**config.mk**
```make
export PLATFORM = sky130hd
export DESIGN_NAME = dcc_channel
export DESIGN_NICKNAME = d
export VERILOG_FILES = /design/src/hdl/dcc_pkg.sv /design/src/hdl/dcc_match_if.sv /design/src/hdl/dcc_irq_match.sv /design/src/hdl/dcc_flags.sv /design/src/hdl/dcc_channel.sv
export SDC_FILE = /design/constraint.sdc
export NUM_CORES = 1
export LEC_CHECK = 0
export BUFFER_PORTS_ARGS = -buffer_cell sky130_fd_sc_hd__buf_4
export CAP_MARGIN = 20
export CORE_ASPECT_RATIO = 1.25
export CORE_MARGIN = 2
export CORE_UTILIZATION = 50
export DETAILED_ROUTE_END_ITERATION = 6
export PLACE_DENSITY_LB_ADDON = 0.15
export REMOVE_ABC_BUFFERS = 1
export SLEW_MARGIN = 20
export SYNTH_ARGS = -nofsm -noshare
export SYNTH_HDL_FRONTEND = slang
export SYNTH_SLANG_ARGS = --single-unit
```
**constraint.sdc**
```tcl
create_clock -name mclk -period 2.85 [get_ports mclk]
set_clock_uncertainty 0.2 [all_clocks]
set_input_delay 0.57 -clock mclk [delete_from_list [all_inputs] [get_ports mclk]]
set_output_delay 0.57 -clock mclk [all_outputs]
set_load 0.05 [all_outputs]
```
**src/hdl/dcc_pkg.sv**
```systemverilog
// Purpose: Shared constants for the DMA channel control block
// Assumes: Registers sit on a 4-bit word-aligned byte address
// Notes:   Field positions, reset values and offsets only
// =====================================================================
// Package
package dcc_pkg;

  // Register byte offsets
  localparam logic [3:0] CTRL_OFS = 4'h0;
  localparam logic [3:0] EVT_OFS  = 4'h4;
  localparam logic [3:0] INT_OFS  = 4'h8;

  // Control register fields
  localparam int BUSY_BIT  = 15;
  localparam int CDIR_BIT  = 8;
  localparam int ON_BIT    = 7;
  localparam int EWO_BIT   = 6;
  localparam int CHAIN_BIT = 5;
  localparam int AUTO_BIT  = 4;
  localparam int SEEN_BIT  = 2;
  localparam int PRIO_LSB  = 0;

  // Event control register fields
  localparam int ANUM_LSB  = 16;
  localparam int SNUM_LSB  = 8;
  localparam int FORCE_BIT = 7;
  localparam int SABRT_BIT = 6;
  localparam int PAT_BIT   = 5;
  localparam int SIEN_BIT  = 4;
  localparam int AIEN_BIT  = 3;

  // Interrupt control register fields
  localparam int IE_LSB    = 16;
  localparam int FLAG_LSB  = 0;

  // Flag vector positions
  localparam int F_SRC_DONE = 7;
  localparam int F_SRC_HALF = 6;
  localparam int F_DST_DONE = 5;
  localparam int F_DST_HALF = 4;
  localparam int F_BLOCK    = 3;
  localparam int F_CELL     = 2;
  localparam int F_ABORT    = 1;
  localparam int F_ADDR_ERR = 0;

  // Reset values
  localparam logic [7:0]  IRQ_NUM_RST = 8'hff;
  localparam logic [31:0] RD_IDLE     = 32'h0000_0000;

endpackage : dcc_pkg

```
**src/hdl/dcc_match_if.sv**
```systemverilog
// Purpose: Carries irq numbers to the matcher and match results back
// Assumes: All signals on mclk
// Notes:   ctl side drives config, mat side returns hits
// =====================================================================
// Interface
interface dcc_match_if;
  logic       irq_valid;
  logic [7:0] irq_num;
  logic [7:0] start_num;
  logic [7:0] abort_num;
  logic       start_en;
  logic       abort_en;
  logic       start_hit;
  logic       abort_hit;

  modport ctl (output irq_valid, irq_num, start_num, abort_num,
               output start_en, abort_en, input start_hit, abort_hit);
  modport mat (input irq_valid, irq_num, start_num, abort_num,
               input start_en, abort_en, output start_hit, abort_hit);
endinterface : dcc_match_if

```
**src/hdl/dcc_irq_match.sv**
```systemverilog
// Purpose: Compares an arriving interrupt number to start/abort picks
// Assumes: irq_valid is a one-cycle strobe on mclk
// Notes:   Purely combinational
// =====================================================================
// Matcher
module dcc_irq_match (
  dcc_match_if.mat m
);

  // Number compare gated by strobe and enable
  function automatic logic hit(input logic       v,
                               input logic       en,
                               input logic [7:0] num,
                               input logic [7:0] sel);
    hit = v & en & (num == sel);
  endfunction : hit

  // Start and abort decode
  assign m.start_hit = hit(m.irq_valid, m.start_en, m.irq_num,
                           m.start_num);
  assign m.abort_hit = hit(m.irq_valid, m.abort_en, m.irq_num,
                           m.abort_num);

endmodule : dcc_irq_match

```
**src/hdl/dcc_flags.sv**
```systemverilog
// Purpose: Eight sticky channel flags and the channel request
// Assumes: Set pulses and write come from mclk logic
// Notes:   A set in the same cycle as a write of zero wins
// =====================================================================
// Flags
module dcc_flags (
  input  wire logic       mclk,
  input  wire logic       reset,
  input  wire logic       wr_en,
  input  wire logic [7:0] wdata,
  input  wire logic [7:0] set,
  input  wire logic [7:0] ie,
  output logic      [7:0] flags_q,
  output logic            irq_q
);

  // One sticky bit per flag
  genvar i;
  generate
    for (i = 0; i < 8; i++) begin : g_flag
      always_ff @(posedge mclk or posedge reset) begin
        if (reset) begin
          flags_q[i] <= 1'b0;
        end else if (set[i]) begin
          flags_q[i] <= 1'b1;
        end else if (wr_en) begin
          flags_q[i] <= wdata[i];
        end
      end
    end
  endgenerate

  // Request from any enabled pending flag
  always_ff @(posedge mclk or posedge reset) begin
    if (reset) begin
      irq_q <= 1'b0;
    end else begin
      irq_q <= |(flags_q & ie);
    end
  end

  chk_flag_sticky: assert property (@(posedge mclk) disable iff (reset)
    (set != 8'h00) |=> ((flags_q & $past(set)) == $past(set)))
    else $error("flag set lost");

  chk_irq_follow: assert property (@(posedge mclk) disable iff (reset)
    (|(flags_q & ie)) |=> irq_q)
    else $error("request missing for enabled flag");

  chk_irq_drop: assert property (@(posedge mclk) disable iff (reset)
    !(|(flags_q & ie)) |=> !irq_q)
    else $error("request without enabled flag");

endmodule : dcc_flags

```
**src/hdl/dcc_channel.sv**
```systemverilog
// Purpose: Control, trigger events and flags of one DMA channel
// Assumes: Datapath reports progress with one-cycle pulses on mclk
// Notes:   Registers reached over a plain strobe port
// =====================================================================
// Summary of operation
// - Busy bit shows channel active or enabled
// - Chain enable lets neighbour completion enable channel
// - Chain direction picks higher or lower neighbour
// - Disable suspends only after current transaction ends
// - Events while disabled kept only if allowed
// - Auto enable keeps channel on after block
// - Event seen bit set on trigger event
// - Two-bit priority field, three is highest
// - Abort irq number aborts and flags abort
// - Start irq number launches a transfer
// - Force bit starts transfer, reads zero
// - Soft abort bit aborts transfer, reads zero
// - Pattern match aborts and clears enable
// - Start irq enable gates start by irq
// - Abort irq enable gates abort by irq
// - Eight enables, one per channel flag
// - Source done flag when pointer equals size
// - Source half flag at half the size
// - Block flag on block end or pattern
// - Abort flag on matching abort irq
// - Cell flag when cell transferred
// - Address error flag on bad address
module dcc_channel (
  input  wire logic        mclk,
  input  wire logic        reset,
  input  wire logic [3:0]  reg_addr,
  input  wire logic [31:0] reg_wdata,
  input  wire logic        reg_wr,
  input  wire logic        reg_rd,
  output logic      [31:0] reg_rdata,
  input  wire logic        irq_valid,
  input  wire logic [7:0]  irq_num,
  input  wire logic        chain_hi_done,
  input  wire logic        chain_lo_done,
  input  wire logic        txn_idle,
  input  wire logic        src_step,
  input  wire logic [15:0] src_pointer,
  input  wire logic [15:0] src_size,
  input  wire logic        dst_done_evt,
  input  wire logic        dst_half_evt,
  input  wire logic        cell_done_evt,
  input  wire logic        block_done_evt,
  input  wire logic        addr_err_evt,
  input  wire logic        pattern_match_evt,
  output logic             start_req,
  output logic             abort_req,
  output logic             chan_enabled,
  output logic             chan_busy,
  output logic      [1:0]  chan_prio,
  output logic             chan_irq
);

  // =====================================================================
  // Declarations
  typedef enum logic [1:0] {DCC_IDLE, DCC_RUN, DCC_SUSP} dcc_state_t;

  dcc_state_t  state_q;
  dcc_state_t  state_d;
  logic        chan_on_q;
  logic        chan_on_d;
  logic        events_while_off_q;
  logic        chaining_allow_q;
  logic        auto_reenable_q;
  logic        chain_direction_q;
  logic [1:0]  chan_priority_q;
  logic        event_seen_q;
  logic        busy_q;
  logic [7:0]  abort_irq_number_q;
  logic [7:0]  start_irq_number_q;
  logic        pattern_abort_enable_q;
  logic        start_irq_enable_q;
  logic        abort_irq_enable_q;
  logic [7:0]  ie_q;
  logic [7:0]  flags;
  logic [7:0]  flag_set;
  logic        start_pend_q;
  logic        start_req_q;
  logic        abort_req_q;
  logic [31:0] rdata_q;
  logic [31:0] rd_word;
  logic        wr_ctrl;
  logic        wr_evt;
  logic        wr_int;
  logic        events_ok;
  logic        force_hit;
  logic        sabort_hit;
  logic        start_evt;
  logic        pat_abort;
  logic        irq_abort;
  logic        abort_evt;
  logic        chain_evt;
  logic        blk_end;
  logic        launch;

  // Write decode for one register
  function automatic logic reg_hit(input logic       strobe,
                                   input logic [3:0] addr,
                                   input logic [3:0] ofs);
    reg_hit = strobe & (addr == ofs);
  endfunction : reg_hit

  assign wr_ctrl = reg_hit(reg_wr, reg_addr, dcc_pkg::CTRL_OFS);
  assign wr_evt  = reg_hit(reg_wr, reg_addr, dcc_pkg::EVT_OFS);
  assign wr_int  = reg_hit(reg_wr, reg_addr, dcc_pkg::INT_OFS);

  // =====================================================================
  // Interrupt number matching
  dcc_match_if mif ();

  assign mif.irq_valid = irq_valid;
  assign mif.irq_num   = irq_num;
  assign mif.start_num = start_irq_number_q;
  assign mif.abort_num = abort_irq_number_q;
  assign mif.start_en  = start_irq_enable_q;
  assign mif.abort_en  = abort_irq_enable_q;

  dcc_irq_match u_match (
    .m (mif.mat)
  );

  // =====================================================================
  // Trigger events
  assign events_ok  = chan_on_q | events_while_off_q;
  assign force_hit  = wr_evt & reg_wdata[dcc_pkg::FORCE_BIT];
  assign sabort_hit = wr_evt & reg_wdata[dcc_pkg::SABRT_BIT];
  assign start_evt  = events_ok & (force_hit | mif.start_hit);
  assign irq_abort  = events_ok & mif.abort_hit;
  assign pat_abort  = pattern_abort_enable_q & pattern_match_evt;
  assign abort_evt  = irq_abort | (events_ok & sabort_hit) | pat_abort;
  assign blk_end    = block_done_evt | pat_abort;
  assign chain_evt  = chaining_allow_q &
                      (chain_direction_q ? chain_hi_done
                                         : chain_lo_done);

  // =====================================================================
  // Control register
  always_ff @(posedge mclk or posedge reset) begin
    if (reset) begin
      events_while_off_q <= 1'b0;
      chaining_allow_q   <= 1'b0;
      auto_reenable_q    <= 1'b0;
      chain_direction_q  <= 1'b0;
      chan_priority_q    <= 2'b00;
    end else if (wr_ctrl) begin
      events_while_off_q <= reg_wdata[dcc_pkg::EWO_BIT];
      chaining_allow_q   <= reg_wdata[dcc_pkg::CHAIN_BIT];
      auto_reenable_q    <= reg_wdata[dcc_pkg::AUTO_BIT];
      chain_direction_q  <= reg_wdata[dcc_pkg::CDIR_BIT];
      chan_priority_q    <= reg_wdata[dcc_pkg::PRIO_LSB +: 2];
    end
  end

  // Channel enable: write, then hardware clear, then chain set
  always_comb begin
    chan_on_d = chan_on_q;
    if (wr_ctrl) begin
      chan_on_d = reg_wdata[dcc_pkg::ON_BIT];
    end
    if ((blk_end && !auto_reenable_q) || pat_abort) begin
      chan_on_d = 1'b0;
    end
    if (chain_evt) begin
      chan_on_d = 1'b1;
    end
  end

  always_ff @(posedge mclk or posedge reset) begin
    if (reset) begin
      chan_on_q <= 1'b0;
    end else begin
      chan_on_q <= chan_on_d;
    end
  end

  // =====================================================================
  // Event control and interrupt enable registers
  always_ff @(posedge mclk or posedge reset) begin
    if (reset) begin
      abort_irq_number_q     <= dcc_pkg::IRQ_NUM_RST;
      start_irq_number_q     <= dcc_pkg::IRQ_NUM_RST;
      pattern_abort_enable_q <= 1'b0;
      start_irq_enable_q     <= 1'b0;
      abort_irq_enable_q     <= 1'b0;
    end else if (wr_evt) begin
      abort_irq_number_q     <= reg_wdata[dcc_pkg::ANUM_LSB +: 8];
      start_irq_number_q     <= reg_wdata[dcc_pkg::SNUM_LSB +: 8];
      pattern_abort_enable_q <= reg_wdata[dcc_pkg::PAT_BIT];
      start_irq_enable_q     <= reg_wdata[dcc_pkg::SIEN_BIT];
      abort_irq_enable_q     <= reg_wdata[dcc_pkg::AIEN_BIT];
    end
  end

  always_ff @(posedge mclk or posedge reset) begin
    if (reset) begin
      ie_q <= 8'h00;
    end else if (wr_int) begin
      ie_q <= reg_wdata[dcc_pkg::IE_LSB +: 8];
    end
  end

  // =====================================================================
  // Pending start and event seen, set wins over clear
  assign launch = (state_q == DCC_IDLE) & chan_on_q & start_pend_q &
                  ~abort_evt;

  always_ff @(posedge mclk or posedge reset) begin
    if (reset) begin
      start_pend_q <= 1'b0;
    end else begin
      start_pend_q <= start_evt |
                      (start_pend_q & ~launch & ~abort_evt);
    end
  end

  always_ff @(posedge mclk or posedge reset) begin
    if (reset) begin
      event_seen_q <= 1'b0;
    end else begin
      event_seen_q <= start_evt |
                      (event_seen_q & ~blk_end & ~abort_evt);
    end
  end

  // =====================================================================
  // Transfer state
  always_comb begin
    state_d = state_q;
    case (state_q)
      DCC_IDLE: begin
        if (launch) begin
          state_d = DCC_RUN;
        end
      end
      DCC_RUN: begin
        if (abort_evt || blk_end || cell_done_evt) begin
          state_d = DCC_IDLE;
        end else if (!chan_on_q && txn_idle) begin
          state_d = DCC_SUSP;
        end
      end
      DCC_SUSP: begin
        if (abort_evt) begin
          state_d = DCC_IDLE;
        end else if (chan_on_q) begin
          state_d = DCC_RUN;
        end
      end
      default: begin
        state_d = DCC_IDLE;
      end
    endcase
  end

  always_ff @(posedge mclk or posedge reset) begin
    if (reset) begin
      state_q <= DCC_IDLE;
    end else begin
      state_q <= state_d;
    end
  end

  // Busy while enabled or finishing a transaction
  always_ff @(posedge mclk or posedge reset) begin
    if (reset) begin
      busy_q <= 1'b0;
    end else begin
      busy_q <= chan_on_d | (state_d == DCC_RUN);
    end
  end

  // Start and abort pulses to the datapath
  always_ff @(posedge mclk or posedge reset) begin
    if (reset) begin
      start_req_q <= 1'b0;
      abort_req_q <= 1'b0;
    end else begin
      start_req_q <= launch;
      abort_req_q <= abort_evt & (state_q != DCC_IDLE);
    end
  end

  // =====================================================================
  // Flags and channel request
  always_comb begin
    flag_set                      = 8'h00;
    flag_set[dcc_pkg::F_SRC_DONE] = src_step &
                                    (src_pointer == src_size);
    flag_set[dcc_pkg::F_SRC_HALF] = src_step &
                                    (src_pointer ==
                                     {1'b0, src_size[15:1]});
    flag_set[dcc_pkg::F_DST_DONE] = dst_done_evt;
    flag_set[dcc_pkg::F_DST_HALF] = dst_half_evt;
    flag_set[dcc_pkg::F_BLOCK]    = blk_end;
    flag_set[dcc_pkg::F_CELL]     = cell_done_evt;
    flag_set[dcc_pkg::F_ABORT]    = irq_abort;
    flag_set[dcc_pkg::F_ADDR_ERR] = addr_err_evt;
  end

  dcc_flags u_flags (
    .mclk    (mclk),
    .reset   (reset),
    .wr_en   (wr_int),
    .wdata   (reg_wdata[dcc_pkg::FLAG_LSB +: 8]),
    .set     (flag_set),
    .ie      (ie_q),
    .flags_q (flags),
    .irq_q   (chan_irq)
  );

  // =====================================================================
  // Read back, set-only bits read zero
  always_comb begin
    rd_word = dcc_pkg::RD_IDLE;
    case (reg_addr)
      dcc_pkg::CTRL_OFS: begin
        rd_word[dcc_pkg::BUSY_BIT]      = busy_q;
        rd_word[dcc_pkg::CDIR_BIT]      = chain_direction_q;
        rd_word[dcc_pkg::ON_BIT]        = chan_on_q;
        rd_word[dcc_pkg::EWO_BIT]       = events_while_off_q;
        rd_word[dcc_pkg::CHAIN_BIT]     = chaining_allow_q;
        rd_word[dcc_pkg::AUTO_BIT]      = auto_reenable_q;
        rd_word[dcc_pkg::SEEN_BIT]      = event_seen_q;
        rd_word[dcc_pkg::PRIO_LSB +: 2] = chan_priority_q;
      end
      dcc_pkg::EVT_OFS: begin
        rd_word[dcc_pkg::ANUM_LSB +: 8] = abort_irq_number_q;
        rd_word[dcc_pkg::SNUM_LSB +: 8] = start_irq_number_q;
        rd_word[dcc_pkg::PAT_BIT]       = pattern_abort_enable_q;
        rd_word[dcc_pkg::SIEN_BIT]      = start_irq_enable_q;
        rd_word[dcc_pkg::AIEN_BIT]      = abort_irq_enable_q;
      end
      dcc_pkg::INT_OFS: begin
        rd_word[dcc_pkg::IE_LSB +: 8]   = ie_q;
        rd_word[dcc_pkg::FLAG_LSB +: 8] = flags;
      end
      default: begin
        rd_word = dcc_pkg::RD_IDLE;
      end
    endcase
  end

  // Data stand only in the cycle after the read strobe
  always_ff @(posedge mclk or posedge reset) begin
    if (reset) begin
      rdata_q <= dcc_pkg::RD_IDLE;
    end else if (reg_rd) begin
      rdata_q <= rd_word;
    end else begin
      rdata_q <= dcc_pkg::RD_IDLE;
    end
  end

  // Outputs straight from flops
  assign reg_rdata    = rdata_q;
  assign start_req    = start_req_q;
  assign abort_req    = abort_req_q;
  assign chan_enabled = chan_on_q;
  assign chan_busy    = busy_q;
  assign chan_prio    = chan_priority_q;

  // =====================================================================
  // Checks
  chk_busy_level: assert property (@(posedge mclk) disable iff (reset)
    busy_q == (chan_on_q || state_q == DCC_RUN))
    else $error("busy does not track enable or run");

  chk_chain_sel: assert property (@(posedge mclk) disable iff (reset)
    (chaining_allow_q && (chain_direction_q ? chain_hi_done
                                            : chain_lo_done))
    |=> chan_on_q)
    else $error("chained neighbour did not enable channel");

  chk_chain_off: assert property (@(posedge mclk) disable iff (reset)
    (!chaining_allow_q && !chan_on_q && !wr_ctrl) |=> !chan_on_q)
    else $error("channel enabled without chaining or write");

  chk_suspend_wait: assert property (@(posedge mclk) disable iff (reset)
    (state_q == DCC_RUN && !chan_on_d && !txn_idle && !abort_evt &&
     !blk_end && !cell_done_evt) |=> busy_q)
    else $error("busy dropped before transaction end");

  chk_off_ignore: assert property (@(posedge mclk) disable iff (reset)
    (!events_ok && !start_pend_q) |=> !start_pend_q)
    else $error("event kept while disabled");

  chk_auto_clear: assert property (@(posedge mclk) disable iff (reset)
    (block_done_evt && !auto_reenable_q && !chain_evt)
    |=> !chan_on_q)
    else $error("enable kept after block without auto");

  chk_seen_set: assert property (@(posedge mclk) disable iff (reset)
    start_evt |=> event_seen_q)
    else $error("event seen not set");

  chk_force_start: assert property (@(posedge mclk) disable iff (reset)
    (force_hit && chan_on_q && !chain_evt && state_q == DCC_IDLE &&
     !abort_evt && !wr_ctrl && !start_pend_q && !block_done_evt)
    |=> start_pend_q ##1 (start_req_q || $past(abort_evt)))
    else $error("forced start not launched");

  chk_abort_stop: assert property (@(posedge mclk) disable iff (reset)
    (abort_evt && state_q != DCC_IDLE)
    |=> (abort_req_q && state_q == DCC_IDLE))
    else $error("abort did not stop transfer");

  chk_pattern_off: assert property (@(posedge mclk) disable iff (reset)
    (pat_abort && !chain_evt) |=> !chan_on_q)
    else $error("pattern match left channel enabled");

endmodule : dcc_channel

```
==> out/summary.txt <==
CP arrival - 1.95 ns
syn avg cell area - 12.1 um2
Total Routing Usage GR - 22.7%
post-route antenna net violation count - 0
initial DRC count - 113
YS warnings - 0
via count - 2688
CTS tree - yes
Hold Crit Class - input port to async pin
Final Core Density - 66.9%
core area - 6930 um2
final hold vios - 0
post-CTS setup buffers - 0
final clock period utilization by the worst path - 67.9%
Seq/Total Area, Yosys - 52.4%
worst-margin pin slew - 0.672 ns
most common cell after layout, fill and taps aside - buf_4
PnR worst setup slack - 0.915 ns
leakage - 2.24 nW
Crit Path Max Fanout - 7
CTS Hold Bufs - 0
maximum VDD drop - 253 uV
post-route cell area - 4640 um2
RR Startpoint - abort_irq_number_q[4]$_DFFE_PP1N_
Design Power - 2.69 mW
Inserted Diodes - 0
commonest cells after routing, fill and taps aside - buf_4, dfrtp_1, xor2_1, mux2_2, dfstp_2
H-tree level count - 3
Mapped Cells - 295
f_max - 517 MHz
clk_lat worst skew - 0.35 ns
die area - 7840 um2
total negative slack - 0 ns
wire length per cell - 16.6 um
Synth Flop Type - dfrtp_1
Max-Cap Viols - 0
Hold WS - 0.118 ns
Die W - 79.6 um
RSZ-0062 raised after global routing - no
Yosys cell types - 41
pwr/cell area - 579 nW/um2
mapped cell area - 3570 um2
clk root buf - clkbuf_8
clk sink count - 74
crit path to - event_seen_q$_DFF_PP0_
FFs w/ async S/R, synth - 100%
CTS buffer count - 9
non-filler instance count after layout - 507
endpoints failing setup - 0
Placed Cells incl. Taps - 491
placed standard-cell area - 4480 um2
starting density of the core - 51.5%
outcome - complete, no violations
total gr overflow - 0
post-layout min period - 1.93 ns
global placement routability congestion - 0.776
die height - 98.5 um
fin nets - 503
nature of the critical path endpoint - flop
maximum buffer depth of the clock tree - 2
Worst Setup SP - abort_irq_number_q[4]$_DFFE_PP1N_
hpwl dp - 6.52 mm
synthesis-to-finish area growth - 30.0%
reg-to-reg slack, setup - 0.92 ns
vias in the first global route - 2815
clock slew at reported path FFs - 0.07 ns
largest net degree at the start of global routing - 42
flops & latches, synth - 74
Rows - 34
drt pass-1 iters - 4
post_cts resized - 0
Startpoint Class - flop
layout cells sized above 1 - 44.6%
final wirelength - 8.43 mm
Port Buffer Count - 113
residual DRC count - 0
Post-synth EDFFs - 0
Rel. slew slack - 55.2%
Vias/cell - 5.30
first-pass GRT wire length - 13.3 mm
WP data required - 2.86 ns
fin. max-slew vios - 0
CP Class - flop to flop
RR Endpoint - event_seen_q$_DFF_PP0_
dpl ws - 0.662 ns
FF-to-FF path depth - 5
Ports - 130
initial antenna violation count - 0
worst min path at each step:
stage / from / end / depth (start not counted)
floorplan: u_flags.flags_q[6]$_DFFE_PP0P_ / u_flags.flags_q[6]$_DFFE_PP0P_ / 2
global placement: abort_irq_enable_q$_DFFE_PP0N_ / reg_rdata[3]$_DFF_PP0_ / 1
detailed placement: ie_q[4]$_DFFE_PP0P_ / reg_rdata[20]$_DFF_PP0_ / 1
CTS: reset / u_flags.flags_q[0]$_DFFE_PP0P_ / 3
global route: reset / reg_rdata[22]$_DFF_PP0_ / 3
finish: reset / reg_rdata[22]$_DFF_PP0_ / 3
layout make-up:
type                    count  area [um2]
clock buffers              13         149
clock inverters             3        15.0
fillers                   574        2290
inverters                   2        7.51
multi-input cells         207        1600
flip-flops and latches     74        1870
well taps                  90         113
repair buffers            118         886
per-layer routing:
| layer | wire length, um | track usage, % | vias to the layer above | part of all wire (%) |
|---|---|---|---|---|
| met5 | 0 | 0 | - | 0 |
| met4 | 240 | 11.9 | 0 | 2.8 |
| met3 | 570 | 4.49 | 16 | 6.8 |
| met2 | 4520 | 40.8 | 108 | 54 |
| met1 | 3100 | 24.7 | 1302 | 37 |
| li1 | - | - | 1262 | - |
registers in the layout, indices dropped and copies added (netlist names), 2 cells and up:
| signal | flops |
|---|---|
| state_q | 2 |
| chan_prio | 2 |
| u_flags.flags_q | 8 |
| reg_rdata | 24 |
| ie_q | 8 |
| abort_irq_number_q | 8 |
| mif.start_num | 8 |
logic make-up after synthesis:
| group | count (synthesis) | share of synthesized area (%) |
|---|---|---|
| flops | 74 | 52.4 |
| simple gates | 72 | 11.4 |
| xor+xnor | 47 | 11.5 |
| compound gates | 41 | 8.62 |
| mux | 39 | 12.3 |
| buf+inv | 21 | 3.54 |
| other cells | 1 | 0.105 |
cell usage after synthesis (2+ instances only):
master     n  area, um2
a211o_1    4       35.0
a21oi_1    2       10.0
a22o_1     9       78.8
a22oi_1    9       67.6
a31oi_1    2       12.5
a32o_1     2       20.0
and2_1     6       37.5
and3_1     6       37.5
buf_2      8       40.0
buf_4      8       60.1
clkbuf_1   2       7.51
dfrtp_1   58       1450
dfstp_2   16        420
inv_1      2       7.51
mux2_1     2       22.5
mux2_2    30        338
mux2_4     2       30.0
mux2i_1    5       50.1
nand2_1    9       33.8
nand3_1   10       50.1
nand4_1    5       31.3
nor2_1    10       37.5
nor2b_1    7       43.8
nor3_1     3       15.0
nor4_1     9       56.3
o21a_1     2       15.0
o21ai_0    8       40.0
xnor2_1   10       87.6
xor2_1    37        324
power breakdown:
part           switching (mW)  internal [mW]
clock                   0.366          0.336
combinational           0.327          0.295
sequential              0.130           1.23
worst max-delay path, cell delays in order (launching register included):
cell,delay (ns)
dfstp_2,0.55
xor2_1,0.07
nor4_1,0.34
nand4_1,0.27
o211ai_2,0.23
o21ai_0,0.15
Note: power is estimated with default switching activity, not from simulation.
